[src/shared/fbas_cfg.svh]
// Constants for the flash block access and security logic
`ifndef FBAS_CFG_SVH
`define FBAS_CFG_SVH

// ==========================================================
// Command space offsets
`define FBAS_OFS_CTL_LO 8'h00
`define FBAS_OFS_CTL_HI 8'h01
`define FBAS_OFS_CLASS 8'h3E
`define FBAS_OFS_BLOCK 8'h3F
`define FBAS_OFS_WIN 8'h40
`define FBAS_OFS_WIN_END 8'h5F
`define FBAS_OFS_CKSUM 8'h60
`define FBAS_OFS_BAC 8'h61

// ==========================================================
// Values and layouts
`define FBAS_BAC_GENERAL 8'h00
`define FBAS_BLK_BYTES 32
`define FBAS_WCNT_MAX 6'h20
`define FBAS_CKSUM_BASE 8'hFF
`define FBAS_USER_CLASS 8'h3A
`define FBAS_USER_BLOCKS 3
`define FBAS_USER_FIRST 8'h01
`define FBAS_USER_LAST 8'h03
`define FBAS_KEY_CLASS 8'h70
`define FBAS_KEY_BYTES 8
`define FBAS_KEY_UNLOCK 0
`define FBAS_KEY_PRIV 4
`define FBAS_LOCK_CMD 16'h0020
`define FBAS_STAT_LOCKED_BIT 5
`define FBAS_STAT_PRIV_BIT 6
`define FBAS_I2C_ADDR 7'h55
`define FBAS_BIT_LAST 4'h8
// Default keys as read back, byte 0 first; values are arbitrary
`define FBAS_DEF_KEYS 64'h1234_5678_ABCD_EF01

`endif

[src/shared/fbas_pkg.sv]
// Types shared by the flash block access and security logic
`include "fbas_cfg.svh"
package fbas_pkg;

  typedef enum logic [1:0] {
    FBAS_MODE_LOCKED = 2'b00,
    FBAS_MODE_OPENED = 2'b01,
    FBAS_MODE_PRIV = 2'b11
  } fbas_mode_e;

  // Gray codes along address, ack, command, data
  typedef enum logic [2:0] {
    FBAS_ST_IDLE = 3'b000,
    FBAS_ST_ADDR = 3'b001,
    FBAS_ST_AACK = 3'b011,
    FBAS_ST_CMD = 3'b010,
    FBAS_ST_DACK = 3'b110,
    FBAS_ST_WR = 3'b111,
    FBAS_ST_RD = 3'b101,
    FBAS_ST_RACK = 3'b100
  } fbas_state_e;

  typedef enum logic [1:0] {
    FBAS_TGT_NONE = 2'b00,
    FBAS_TGT_GEN = 2'b01,
    FBAS_TGT_USER = 2'b10,
    FBAS_TGT_KEY = 2'b11
  } fbas_tgt_e;

  typedef struct packed {
    fbas_tgt_e kind;
    logic [7:0] idx;
  } fbas_target_s;

  typedef struct packed {
    logic valid;
    logic over;
    logic [7:0] addr;
    logic [7:0] data;
  } fbas_wr_s;

endpackage

[src/verilog/fbas_top.sv]
// Flash block access and security logic behind an I2C command space
`timescale 1ns/1ns
`default_nettype none
`include "fbas_cfg.svh"

module fbas_top #(
  parameter int GEN_BLOCKS = 8,
  parameter logic [6:0] DEV_ADDR = `FBAS_I2C_ADDR
) (
  // Clock and reset
  input wire logic i_clk_sys,
  input wire logic i_reset,
  // I2C pins
  input wire logic i_scl,
  input wire logic i_sda_in,
  output logic o_sda_out,
  output logic o_sda_oe,
  // Status
  output logic o_locked,
  output logic o_privileged_state_bit
);

  localparam int BB = `FBAS_BLK_BYTES;
  localparam int GW = (GEN_BLOCKS > 1) ? $clog2(GEN_BLOCKS) : 1;

  // ==========================================================
  // Pin synchronisers and bus events
  logic [1:0] scl_sync;
  logic [1:0] sda_sync;
  logic scl_q;
  logic sda_q;
  logic scl;
  logic sda;
  logic scl_rise;
  logic scl_fall;
  logic start_ev;
  logic stop_ev;

  always_ff @(posedge i_clk_sys) begin
    if (i_reset) begin
      scl_sync <= 2'h3;
      sda_sync <= 2'h3;
      scl_q <= 1'b1;
      sda_q <= 1'b1;
    end else begin
      scl_sync <= {scl_sync[0], i_scl};
      sda_sync <= {sda_sync[0], i_sda_in};
      scl_q <= scl_sync[1];
      sda_q <= sda_sync[1];
    end
  end

  assign scl = scl_sync[1];
  assign sda = sda_sync[1];
  assign scl_rise = scl & ~scl_q;
  assign scl_fall = ~scl & scl_q;
  assign start_ev = scl & scl_q & sda_q & ~sda;
  assign stop_ev = scl & scl_q & ~sda_q & sda;

  // ==========================================================
  // Storage; contents survive i_reset, as non-volatile cells should
  logic [7:0] user_nv [`FBAS_USER_BLOCKS*BB] = '{default: 8'h00};
  logic [7:0] gen_nv [GEN_BLOCKS*BB] = '{default: 8'h00};
  logic [7:0] key_nv [`FBAS_KEY_BYTES] = '{8'h12, 8'h34, 8'h56, 8'h78,
                                           8'hAB, 8'hCD, 8'hEF, 8'h01};

  // ==========================================================
  // Command space state
  fbas_pkg::fbas_state_e state;
  fbas_pkg::fbas_mode_e mode;
  fbas_pkg::fbas_wr_s wr_ev;
  fbas_pkg::fbas_target_s target;
  fbas_pkg::fbas_target_s load_tgt;
  logic [7:0] window [BB];
  logic [7:0] shreg;
  logic [7:0] tx;
  logic [7:0] ptr;
  logic [7:0] rd_addr;
  logic [7:0] rdata;
  logic [3:0] bitcnt;
  logic [5:0] win_cnt;
  logic rw;
  logic nack;
  logic [7:0] ctl_lo;
  logic key_armed;
  logic [7:0] class_sel;
  logic [7:0] block_sel;
  logic [7:0] bac;
  logic [7:0] cksum;
  logic win_bad;
  logic user_mode;
  logic load_req;
  logic commit_ok;
  logic [15:0] ctl_word;
  logic [15:0] key_first;
  logic [15:0] key_second;

  function automatic logic in_window(input logic [7:0] a);
    in_window = (a >= `FBAS_OFS_WIN) && (a <= `FBAS_OFS_WIN_END);
  endfunction

  // Window bytes and the checksum byte both count toward one block write
  function automatic logic in_span(input logic [7:0] a);
    in_span = in_window(a) || (a == `FBAS_OFS_CKSUM);
  endfunction

  // Entered words are the stored bytes swapped
  function automatic logic [15:0] key_word(input int base);
    key_word = {key_nv[base + 1], key_nv[base]};
  endfunction

  function automatic fbas_pkg::fbas_target_s tgt_of(input logic um, input logic [7:0] cls,
                                                    input logic [7:0] blk);
    tgt_of.kind = fbas_pkg::FBAS_TGT_NONE;
    tgt_of.idx = 8'h00;
    if (um) begin
      if (blk >= `FBAS_USER_FIRST && blk <= `FBAS_USER_LAST) begin
        tgt_of.kind = fbas_pkg::FBAS_TGT_USER;
        tgt_of.idx = blk - `FBAS_USER_FIRST;
      end
    end else if (cls == `FBAS_USER_CLASS) begin
      if (blk < 8'(`FBAS_USER_BLOCKS)) begin
        tgt_of.kind = fbas_pkg::FBAS_TGT_USER;
        tgt_of.idx = blk;
      end
    end else if (cls == `FBAS_KEY_CLASS) begin
      if (blk == 8'h00) begin
        tgt_of.kind = fbas_pkg::FBAS_TGT_KEY;
      end
    end else begin
      // Class plus block select, cut to GW bits, picks the 32-byte block
      tgt_of.kind = fbas_pkg::FBAS_TGT_GEN;
      tgt_of.idx = 8'(GW'(cls + blk));
    end
  endfunction

  function automatic logic [7:0] src_byte(input fbas_pkg::fbas_target_s t, input int i);
    case (t.kind)
      fbas_pkg::FBAS_TGT_GEN: src_byte = gen_nv[int'(t.idx) * BB + i];
      fbas_pkg::FBAS_TGT_USER: src_byte = user_nv[int'(t.idx) * BB + i];
      fbas_pkg::FBAS_TGT_KEY: src_byte = (i < `FBAS_KEY_BYTES) ? key_nv[i] : 8'h00;
      default: src_byte = 8'h00;
    endcase
  endfunction

  function automatic logic [7:0] win_sum();
    win_sum = 8'h00;
    for (int i = 0; i < BB; i++) begin
      win_sum = win_sum + window[i];
    end
  endfunction

  // ==========================================================
  // I2C slave
  assign rd_addr = (state == fbas_pkg::FBAS_ST_RACK) ? ptr + 8'h01 : ptr;

  always_ff @(posedge i_clk_sys) begin
    if (i_reset) begin
      state <= fbas_pkg::FBAS_ST_IDLE;
      shreg <= 8'h00;
      tx <= 8'h00;
      ptr <= 8'h00;
      bitcnt <= 4'h0;
      win_cnt <= 6'h00;
      rw <= 1'b0;
      nack <= 1'b0;
      o_sda_oe <= 1'b0;
      wr_ev <= '0;
    end else begin
      wr_ev.valid <= 1'b0;
      if (start_ev) begin
        state <= fbas_pkg::FBAS_ST_ADDR;
        bitcnt <= 4'h0;
        win_cnt <= 6'h00;
        o_sda_oe <= 1'b0;
      end else if (stop_ev) begin
        state <= fbas_pkg::FBAS_ST_IDLE;
        o_sda_oe <= 1'b0;
      end else if (scl_rise) begin
        case (state)
          fbas_pkg::FBAS_ST_ADDR, fbas_pkg::FBAS_ST_CMD, fbas_pkg::FBAS_ST_WR: begin
            shreg <= {shreg[6:0], sda};
            bitcnt <= bitcnt + 4'h1;
          end
          fbas_pkg::FBAS_ST_RACK: nack <= sda;
          default: ;
        endcase
      end else if (scl_fall) begin
        case (state)
          fbas_pkg::FBAS_ST_ADDR: begin
            if (bitcnt == `FBAS_BIT_LAST) begin
              if (shreg[7:1] == DEV_ADDR) begin
                o_sda_oe <= 1'b1;
                rw <= shreg[0];
                state <= fbas_pkg::FBAS_ST_AACK;
              end else begin
                state <= fbas_pkg::FBAS_ST_IDLE;
              end
            end
          end
          fbas_pkg::FBAS_ST_AACK: begin
            bitcnt <= rw ? 4'h1 : 4'h0;
            o_sda_oe <= rw ? ~rdata[7] : 1'b0;
            tx <= {rdata[6:0], 1'b0};
            state <= rw ? fbas_pkg::FBAS_ST_RD : fbas_pkg::FBAS_ST_CMD;
          end
          fbas_pkg::FBAS_ST_CMD: begin
            if (bitcnt == `FBAS_BIT_LAST) begin
              ptr <= shreg;
              o_sda_oe <= 1'b1;
              state <= fbas_pkg::FBAS_ST_DACK;
            end
          end
          fbas_pkg::FBAS_ST_WR: begin
            if (bitcnt == `FBAS_BIT_LAST) begin
              wr_ev.valid <= 1'b1;
              wr_ev.over <= in_span(ptr) && (win_cnt >= `FBAS_WCNT_MAX);
              wr_ev.addr <= ptr;
              wr_ev.data <= shreg;
              if (in_span(ptr) && win_cnt <= `FBAS_WCNT_MAX) begin
                win_cnt <= win_cnt + 6'h01;
              end
              ptr <= ptr + 8'h01;
              o_sda_oe <= 1'b1;
              state <= fbas_pkg::FBAS_ST_DACK;
            end
          end
          fbas_pkg::FBAS_ST_DACK: begin
            o_sda_oe <= 1'b0;
            bitcnt <= 4'h0;
            state <= fbas_pkg::FBAS_ST_WR;
          end
          fbas_pkg::FBAS_ST_RD: begin
            if (bitcnt == `FBAS_BIT_LAST) begin
              o_sda_oe <= 1'b0;
              state <= fbas_pkg::FBAS_ST_RACK;
            end else begin
              o_sda_oe <= ~tx[7];
              tx <= {tx[6:0], 1'b0};
              bitcnt <= bitcnt + 4'h1;
            end
          end
          fbas_pkg::FBAS_ST_RACK: begin
            if (nack) begin
              state <= fbas_pkg::FBAS_ST_IDLE;
            end else begin
              ptr <= ptr + 8'h01;
              o_sda_oe <= ~rdata[7];
              tx <= {rdata[6:0], 1'b0};
              bitcnt <= 4'h1;
              state <= fbas_pkg::FBAS_ST_RD;
            end
          end
          default: state <= fbas_pkg::FBAS_ST_IDLE;
        endcase
      end
    end
  end

  // SDA is open drain: only ever pulled low
  always_ff @(posedge i_clk_sys) begin
    o_sda_out <= 1'b0;
  end

  // ==========================================================
  // Read mux: every window byte can be read on its own
  always_comb begin
    rdata = 8'h00;
    if (in_window(rd_addr)) begin
      rdata = window[5'(rd_addr - `FBAS_OFS_WIN)];
    end else begin
      case (rd_addr)
        `FBAS_OFS_CTL_HI: begin
          rdata[`FBAS_STAT_LOCKED_BIT] = o_locked;
          rdata[`FBAS_STAT_PRIV_BIT] = o_privileged_state_bit;
        end
        `FBAS_OFS_CLASS: rdata = class_sel;
        `FBAS_OFS_BLOCK: rdata = block_sel;
        `FBAS_OFS_CKSUM: rdata = cksum;
        `FBAS_OFS_BAC: rdata = bac;
        default: rdata = 8'h00;
      endcase
    end
  end

  // ==========================================================
  // Security modes and key entry
  assign ctl_word = {wr_ev.data, ctl_lo};
  // A process, not an assign: the key store is read inside the function
  always_comb begin
    key_first = key_word((mode == fbas_pkg::FBAS_MODE_LOCKED) ? `FBAS_KEY_UNLOCK
                         : `FBAS_KEY_PRIV);
    key_second = key_word(((mode == fbas_pkg::FBAS_MODE_LOCKED) ? `FBAS_KEY_UNLOCK
                           : `FBAS_KEY_PRIV) + 2);
  end

  always_ff @(posedge i_clk_sys) begin
    if (i_reset) begin
      mode <= fbas_pkg::FBAS_MODE_LOCKED;
      ctl_lo <= 8'h00;
      key_armed <= 1'b0;
    end else if (wr_ev.valid && wr_ev.addr == `FBAS_OFS_CTL_LO) begin
      ctl_lo <= wr_ev.data;
    end else if (wr_ev.valid && wr_ev.addr == `FBAS_OFS_CTL_HI) begin
      if (ctl_word == `FBAS_LOCK_CMD) begin
        mode <= fbas_pkg::FBAS_MODE_LOCKED;
        key_armed <= 1'b0;
      end else if (key_armed && ctl_word == key_second) begin
        mode <= (mode == fbas_pkg::FBAS_MODE_LOCKED) ? fbas_pkg::FBAS_MODE_OPENED
                : fbas_pkg::FBAS_MODE_PRIV;
        key_armed <= 1'b0;
      end else begin
        // Any other word voids a half-entered pair
        key_armed <= (mode != fbas_pkg::FBAS_MODE_PRIV) && (ctl_word == key_first);
      end
    end
  end

  always_ff @(posedge i_clk_sys) begin
    if (i_reset) begin
      o_locked <= 1'b1;
      o_privileged_state_bit <= 1'b1;
    end else begin
      o_locked <= (mode == fbas_pkg::FBAS_MODE_LOCKED);
      o_privileged_state_bit <= (mode != fbas_pkg::FBAS_MODE_PRIV);
    end
  end

  // ==========================================================
  // Block selection, window and commit
  // Locked, or access control not general, means user-block select
  assign user_mode = (mode == fbas_pkg::FBAS_MODE_LOCKED) || (bac != `FBAS_BAC_GENERAL);

  always_comb begin
    load_req = 1'b0;
    load_tgt = tgt_of(user_mode, class_sel, wr_ev.data);
    if (wr_ev.valid && wr_ev.addr == `FBAS_OFS_BLOCK) begin
      load_req = 1'b1;
    end else if (wr_ev.valid && wr_ev.addr == `FBAS_OFS_CLASS && !user_mode) begin
      load_req = 1'b1;
      load_tgt = tgt_of(1'b0, wr_ev.data, block_sel);
    end
  end

  // No range check on contents; only the checksum, the byte count, the mode and the target block gate a commit
  always_comb begin
    commit_ok = 1'b0;
    if (wr_ev.valid && wr_ev.addr == `FBAS_OFS_CKSUM && !win_bad && !wr_ev.over &&
        wr_ev.data == `FBAS_CKSUM_BASE - win_sum()) begin
      case (target.kind)
        fbas_pkg::FBAS_TGT_GEN: commit_ok = (mode != fbas_pkg::FBAS_MODE_LOCKED);
        fbas_pkg::FBAS_TGT_USER:
          commit_ok = !(mode == fbas_pkg::FBAS_MODE_LOCKED && target.idx == 8'h00);
        fbas_pkg::FBAS_TGT_KEY: commit_ok = (mode == fbas_pkg::FBAS_MODE_PRIV);
        default: commit_ok = 1'b0;
      endcase
    end
  end

  always_ff @(posedge i_clk_sys) begin
    if (i_reset) begin
      class_sel <= 8'h00;
      block_sel <= 8'h00;
      bac <= `FBAS_BAC_GENERAL;
    end else if (wr_ev.valid && mode != fbas_pkg::FBAS_MODE_LOCKED &&
                 wr_ev.addr == `FBAS_OFS_CLASS) begin
      class_sel <= wr_ev.data;
    end else if (wr_ev.valid && mode != fbas_pkg::FBAS_MODE_LOCKED &&
                 wr_ev.addr == `FBAS_OFS_BAC) begin
      bac <= wr_ev.data;
    end else if (wr_ev.valid && wr_ev.addr == `FBAS_OFS_BLOCK) begin
      block_sel <= wr_ev.data;
    end
  end

  always_ff @(posedge i_clk_sys) begin
    if (i_reset) begin
      target <= '0;
      cksum <= 8'h00;
      win_bad <= 1'b0;
      for (int i = 0; i < BB; i++) begin
        window[i] <= 8'h00;
      end
    end else if (load_req) begin
      target <= load_tgt;
      win_bad <= 1'b0;
      for (int i = 0; i < BB; i++) begin
        window[i] <= src_byte(load_tgt, i);
      end
    end else if (wr_ev.valid && wr_ev.over) begin
      // Bytes past the 32nd are dropped and spoil the block until reloaded
      win_bad <= 1'b1;
    end else if (wr_ev.valid && in_window(wr_ev.addr)) begin
      window[5'(wr_ev.addr - `FBAS_OFS_WIN)] <= wr_ev.data;
    end else if (wr_ev.valid && wr_ev.addr == `FBAS_OFS_CKSUM) begin
      cksum <= wr_ev.data; // A mismatch keeps window for retry
    end
  end

  always_ff @(posedge i_clk_sys) begin
    if (commit_ok) begin
      for (int i = 0; i < BB; i++) begin
        if (target.kind == fbas_pkg::FBAS_TGT_GEN) begin
          gen_nv[int'(target.idx) * BB + i] <= window[i];
        end
        if (target.kind == fbas_pkg::FBAS_TGT_USER) begin
          user_nv[int'(target.idx) * BB + i] <= window[i];
        end
        if (target.kind == fbas_pkg::FBAS_TGT_KEY && i < `FBAS_KEY_BYTES) begin
          key_nv[i] <= window[i];
        end
      end
    end
  end

endmodule

`default_nettype wire

[config.mk]
export PLATFORM = sky130hd
export DESIGN_NAME = fbas_top
export DESIGN_NICKNAME = d
export VERILOG_FILES = /design/src/shared/fbas_pkg.sv /design/src/verilog/fbas_top.sv
export VERILOG_INCLUDE_DIRS = /design/src /design/src/shared
export SDC_FILE = /design/constraint.sdc
export NUM_CORES = 2
export LEC_CHECK = 0
export ABC_AREA = 0
export BUFFER_PORTS_ARGS = -buffer_cell sky130_fd_sc_hd__buf_2
export CORE_AREA = 10 10 752 754
export CTS_BUF_LIST = sky130_fd_sc_hd__clkbuf_8 sky130_fd_sc_hd__clkbuf_16
export CTS_CLUSTER_DIAMETER = 50
export CTS_CLUSTER_SIZE = 10
export DETAILED_ROUTE_END_ITERATION = 7
export DIE_AREA = 0 0 762 764
export PLACE_DENSITY = 0.42
export SLEW_MARGIN = 20
export SYNTH_ARGS = -nofsm -noshare
export SYNTH_HDL_FRONTEND = slang
export SYNTH_SLANG_ARGS = --single-unit
[constraint.sdc]
create_clock -name i_clk_sys -period 37.1 [get_ports i_clk_sys]
set_clock_uncertainty 0.15 [all_clocks]
set_input_delay 3.71 -clock i_clk_sys [delete_from_list [all_inputs] [get_ports i_clk_sys]]
set_output_delay 3.71 -clock i_clk_sys [all_outputs]
set_load 0.03 [all_outputs]
==> impl_metrics.env <==
export IMPL_worstPathMaxFanout=46
export IMPL_ff_latch_area_um2=96600
export IMPL_holdCritStartpoint="target[7]"
export IMPL_first_global_vias=86700
export IMPL_rsz0062_at_grt="false"
export IMPL_timing_fmax_mhz=86.4
export IMPL_dieArea_um2=582000
export IMPL_fillers=56000
export IMPL_cp_end_kind="flip-flop"
export IMPL_cap_violations=0
export IMPL_cts_reportedPaths_clkPinSlew_ns=0.06
export IMPL_ys_ff_latch=3255
export IMPL_root_buffer="clkbuf_16"
export IMPL_io_buffers=6
export IMPL_ir_drop_uv=315
export IMPL_tns_ns=0
export IMPL_clock_latency_ns=1.05
export IMPL_grt_overflow=0
export IMPL_grt_antenna_before_repair=14
export IMPL_worstPathArrival_ns=12.02
export IMPL_cp_required_ns=37.55
export IMPL_fp_dieH_um=764
export IMPL_nets=10800
export IMPL_post_cts_buffers=0
export IMPL_r2r_slack_ns=25.53
export IMPL_track_usage_pct=16.8
export IMPL_slowest_stage="buf_4"
export IMPL_io_pin_count=8
export IMPL_syn_num_nets=10800
export IMPL_crit_type="reg2reg"
export IMPL_worst_r2r_cell_count=25
export IMPL_synth_edff_count=3136
export IMPL_tritoncts="yes"
export IMPL_cp_common_cell="fa_1"
export IMPL_min_to="target[7]"
export IMPL_start_kind="flip-flop"
export IMPL_worstReg2RegStart="window[29][0]"
export IMPL_max_stage_delay_ns=0.83
export IMPL_synth_area_leaders="edfxtp_1, nand2_1, a21oi_1"
export IMPL_power_density_nw_per_um2=63.1
export IMPL_layout_min_cycle_time_ns=11.57
export IMPL_synth_avg_cell_area_um2=13.0
export IMPL_fp_dieW_um=762
export IMPL_min_period_over_period_pct=31.2
export IMPL_yosysTopAreaCell="edfxtp_1"
export IMPL_wl_per_cell_um=28.1
export IMPL_ant_nets=0
export IMPL_fin_total_pwr_uw=10000
export IMPL_grt_max_degree=185
export IMPL_cts_sinks=3255
export IMPL_syn_inst=10500
export IMPL_initial_core_util_pct=24.9
export IMPL_num_vias=88200
export IMPL_outcome="finished, final reports clean"
export IMPL_drt_iter0_markers=8946
export IMPL_synth_area_um2=137000
export IMPL_core_area_um2=551000
export IMPL_drive_gt1_share_pct=8.57
export IMPL_yosys_warnings=0
export IMPL_drc=0
export IMPL_leakagePower_uw=0.0521
export IMPL_h_tree_depth=5
export IMPL_async_flop_share_pct=0
export IMPL_ys_types=88
export IMPL_setup_viol=0
export IMPL_min_path_cells=1
export IMPL_hp_class="reg2reg"
export IMPL_holdBufCountCts=0
export IMPL_place_gp_congestion=0.822
export IMPL_grt_pass1_wl_mm=709
export IMPL_via_per_inst=4.88
export IMPL_placementRows=273
export IMPL_ys_flop_type="edfxtp_1"
export IMPL_timing_rr_end="gen_nv[70][4]"
export IMPL_hpwl_mm=282
export IMPL_synth_seq_area_share_pct=70.5
export IMPL_ctsResizeCount=0
export IMPL_tightest_slew_ns=1.16
export IMPL_synth_top_area_share_pct=68.8
export IMPL_slew_violations=0
export IMPL_area_growth_pct=15.8
export IMPL_multiInputGateArea_um2=36500
export IMPL_routed_wl_mm=509
export IMPL_clock_path_buffers=4
export IMPL_finalHoldViolCount=0
export IMPL_drt_pass1_iter_count=6
export IMPL_numCtsBuffers=419
export IMPL_slew_headroom_pct=22.4
-- report_power, final --
part | internal (µW) | leakage, µW | switching, µW
logic | 992 | 0.0160 | 1090
registers | 4030 | 0.0295 | 48.5
clock network | 2230 | 0.00652 | 1610
-- sequential cells by signal, summed over array words and instances, names as in the netlist, 2 cells and up --
signal     count
ctl_lo         8
block_sel      8
wr_ev         10
bitcnt         4
win_cnt        6
cksum          8
target        10
gen_nv      2048
sda_sync       2
class_sel      8
ptr            8
ctl_word       8
mode           2
shreg          8
state          3
user_nv      768
window       256
tx             7
scl_sync       2
key_nv        64
bac            8
-- cell type report --
class | instances | share of cell area [%]
sequential | 3255 | 60.9
multi-input combinational | 6248 | 23.0
clock buffer | 428 | 6.71
tap | 7287 | 5.75
timing repair buffer | 260 | 1.37
clock inverter | 239 | 1.35
inverter | 377 | 0.892
antenna | 2 | 0.00316
-- how the worst max path moves through the flow --
| stage | start | end | slack, ns | cells after the start |
|---|---|---|---|---|
| 2_1_floorplan | window[29][0] | gen_nv[0][0] | 23.67 | 22 |
| 6_report | window[29][0] | gen_nv[70][4] | 25.53 | 25 |
| 3_5_place_dp | window[5][1] | gen_nv[77][5] | 25.55 | 22 |
| 4_1_cts | window[9][1] | gen_nv[77][3] | 25.49 | 22 |
| 3_3_place_gp | window[9][1] | gen_nv[72][5] | 25.64 | 22 |
| 5_1_grt | window[29][0] | gen_nv[72][5] | 24.99 | 25 |
-- cells by family after synthesis --
kind of cell	share of synthesized area (%)
AND/OR/NAND/NOR	11.7
flip-flops	70.5
AO/OA/AOI/OAI	7.81
buffers and inverters	3.10
multiplexers	2.73
adder cells (fa/ha/maj)	3.30
XOR/XNOR	0.885
other	0.00274
-- routing by layer --
metal	GRT usage (%)	vias to the layer above	wire [µm]
li1	-	38500	-
met4	4.61	6	15000
met2	27.9	2850	240000
met3	2.29	667	28200
met1	23.0	46200	226000
met5	0	-	46
-- layout by cell type (no fill, tap or decap), drive strengths merged, types with 198 or more instances in the layout --
cell	Yosys	routed
nand3	860	860
o221ai	225	225
inv	376	475
nand2	2534	2534
nor2	214	214
a21oi	919	919
buf	349	260
edfxtp	3136	3136
mux2i	367	367
fa	198	198
clkbuf	286	428
-- cells in the mapped netlist, drive strengths merged, types with 6 or more instances --
cell type,count
fa,198
nand3b,6
nand3,860
clkbuf,286
o22ai,24
o2111ai,6
nand2,2534
xnor3,6
nand2b,16
and3,14
nand4,16
xnor2,103
o21ai,96
mux2i,367
nor2,214
a221o,13
inv,376
a21o,16
nor3,38
a22o,15
dfxtp,119
buf,349
o221ai,225
a211oi,17
a2bb2oi,10
a32o,6
nor4,24
ha,44
a221oi,72
o41ai,9
a31oi,62
or4,10
a311oi,10
xor2,20
a21oi,919
nor2b,9
o211ai,24
or2,10
or3,10
nor3b,10
a22oi,133
edfxtp,3136
and2,12
-- critical path: cells and delay by family (launching register included) --
family	cells	cell delay, ns
AO/OA/AOI/OAI	1	0.20
XOR/XNOR	4	0.70
adder cells (fa/ha/maj)	9	4.35
buffers and inverters	6	2.68
flip-flops	1	0.68
AND/OR/NAND/NOR	5	2.03
-- stage by stage --
stage / setup slack, ns / utilization [%] / hold WS, ns / instance area [µm²] / cells
after detailed placement: 25.55 / 26.5 / 0.297 / 146000 / 17400
final: 25.53 / 28.8 / 0.310 / 159000 / 18100
after CTS: 25.49 / 28.8 / 0.311 / 159000 / 18100
after global routing: 24.99 / 28.8 / 0.335 / 159000 / 18100
after floorplan: 23.67 / - / 0.239 / 137000 / 10500
after global placement: 25.64 / 26.5 / 0.290 / 146000 / 17400
No activity file was read; power rests on OpenSTA's default activity.
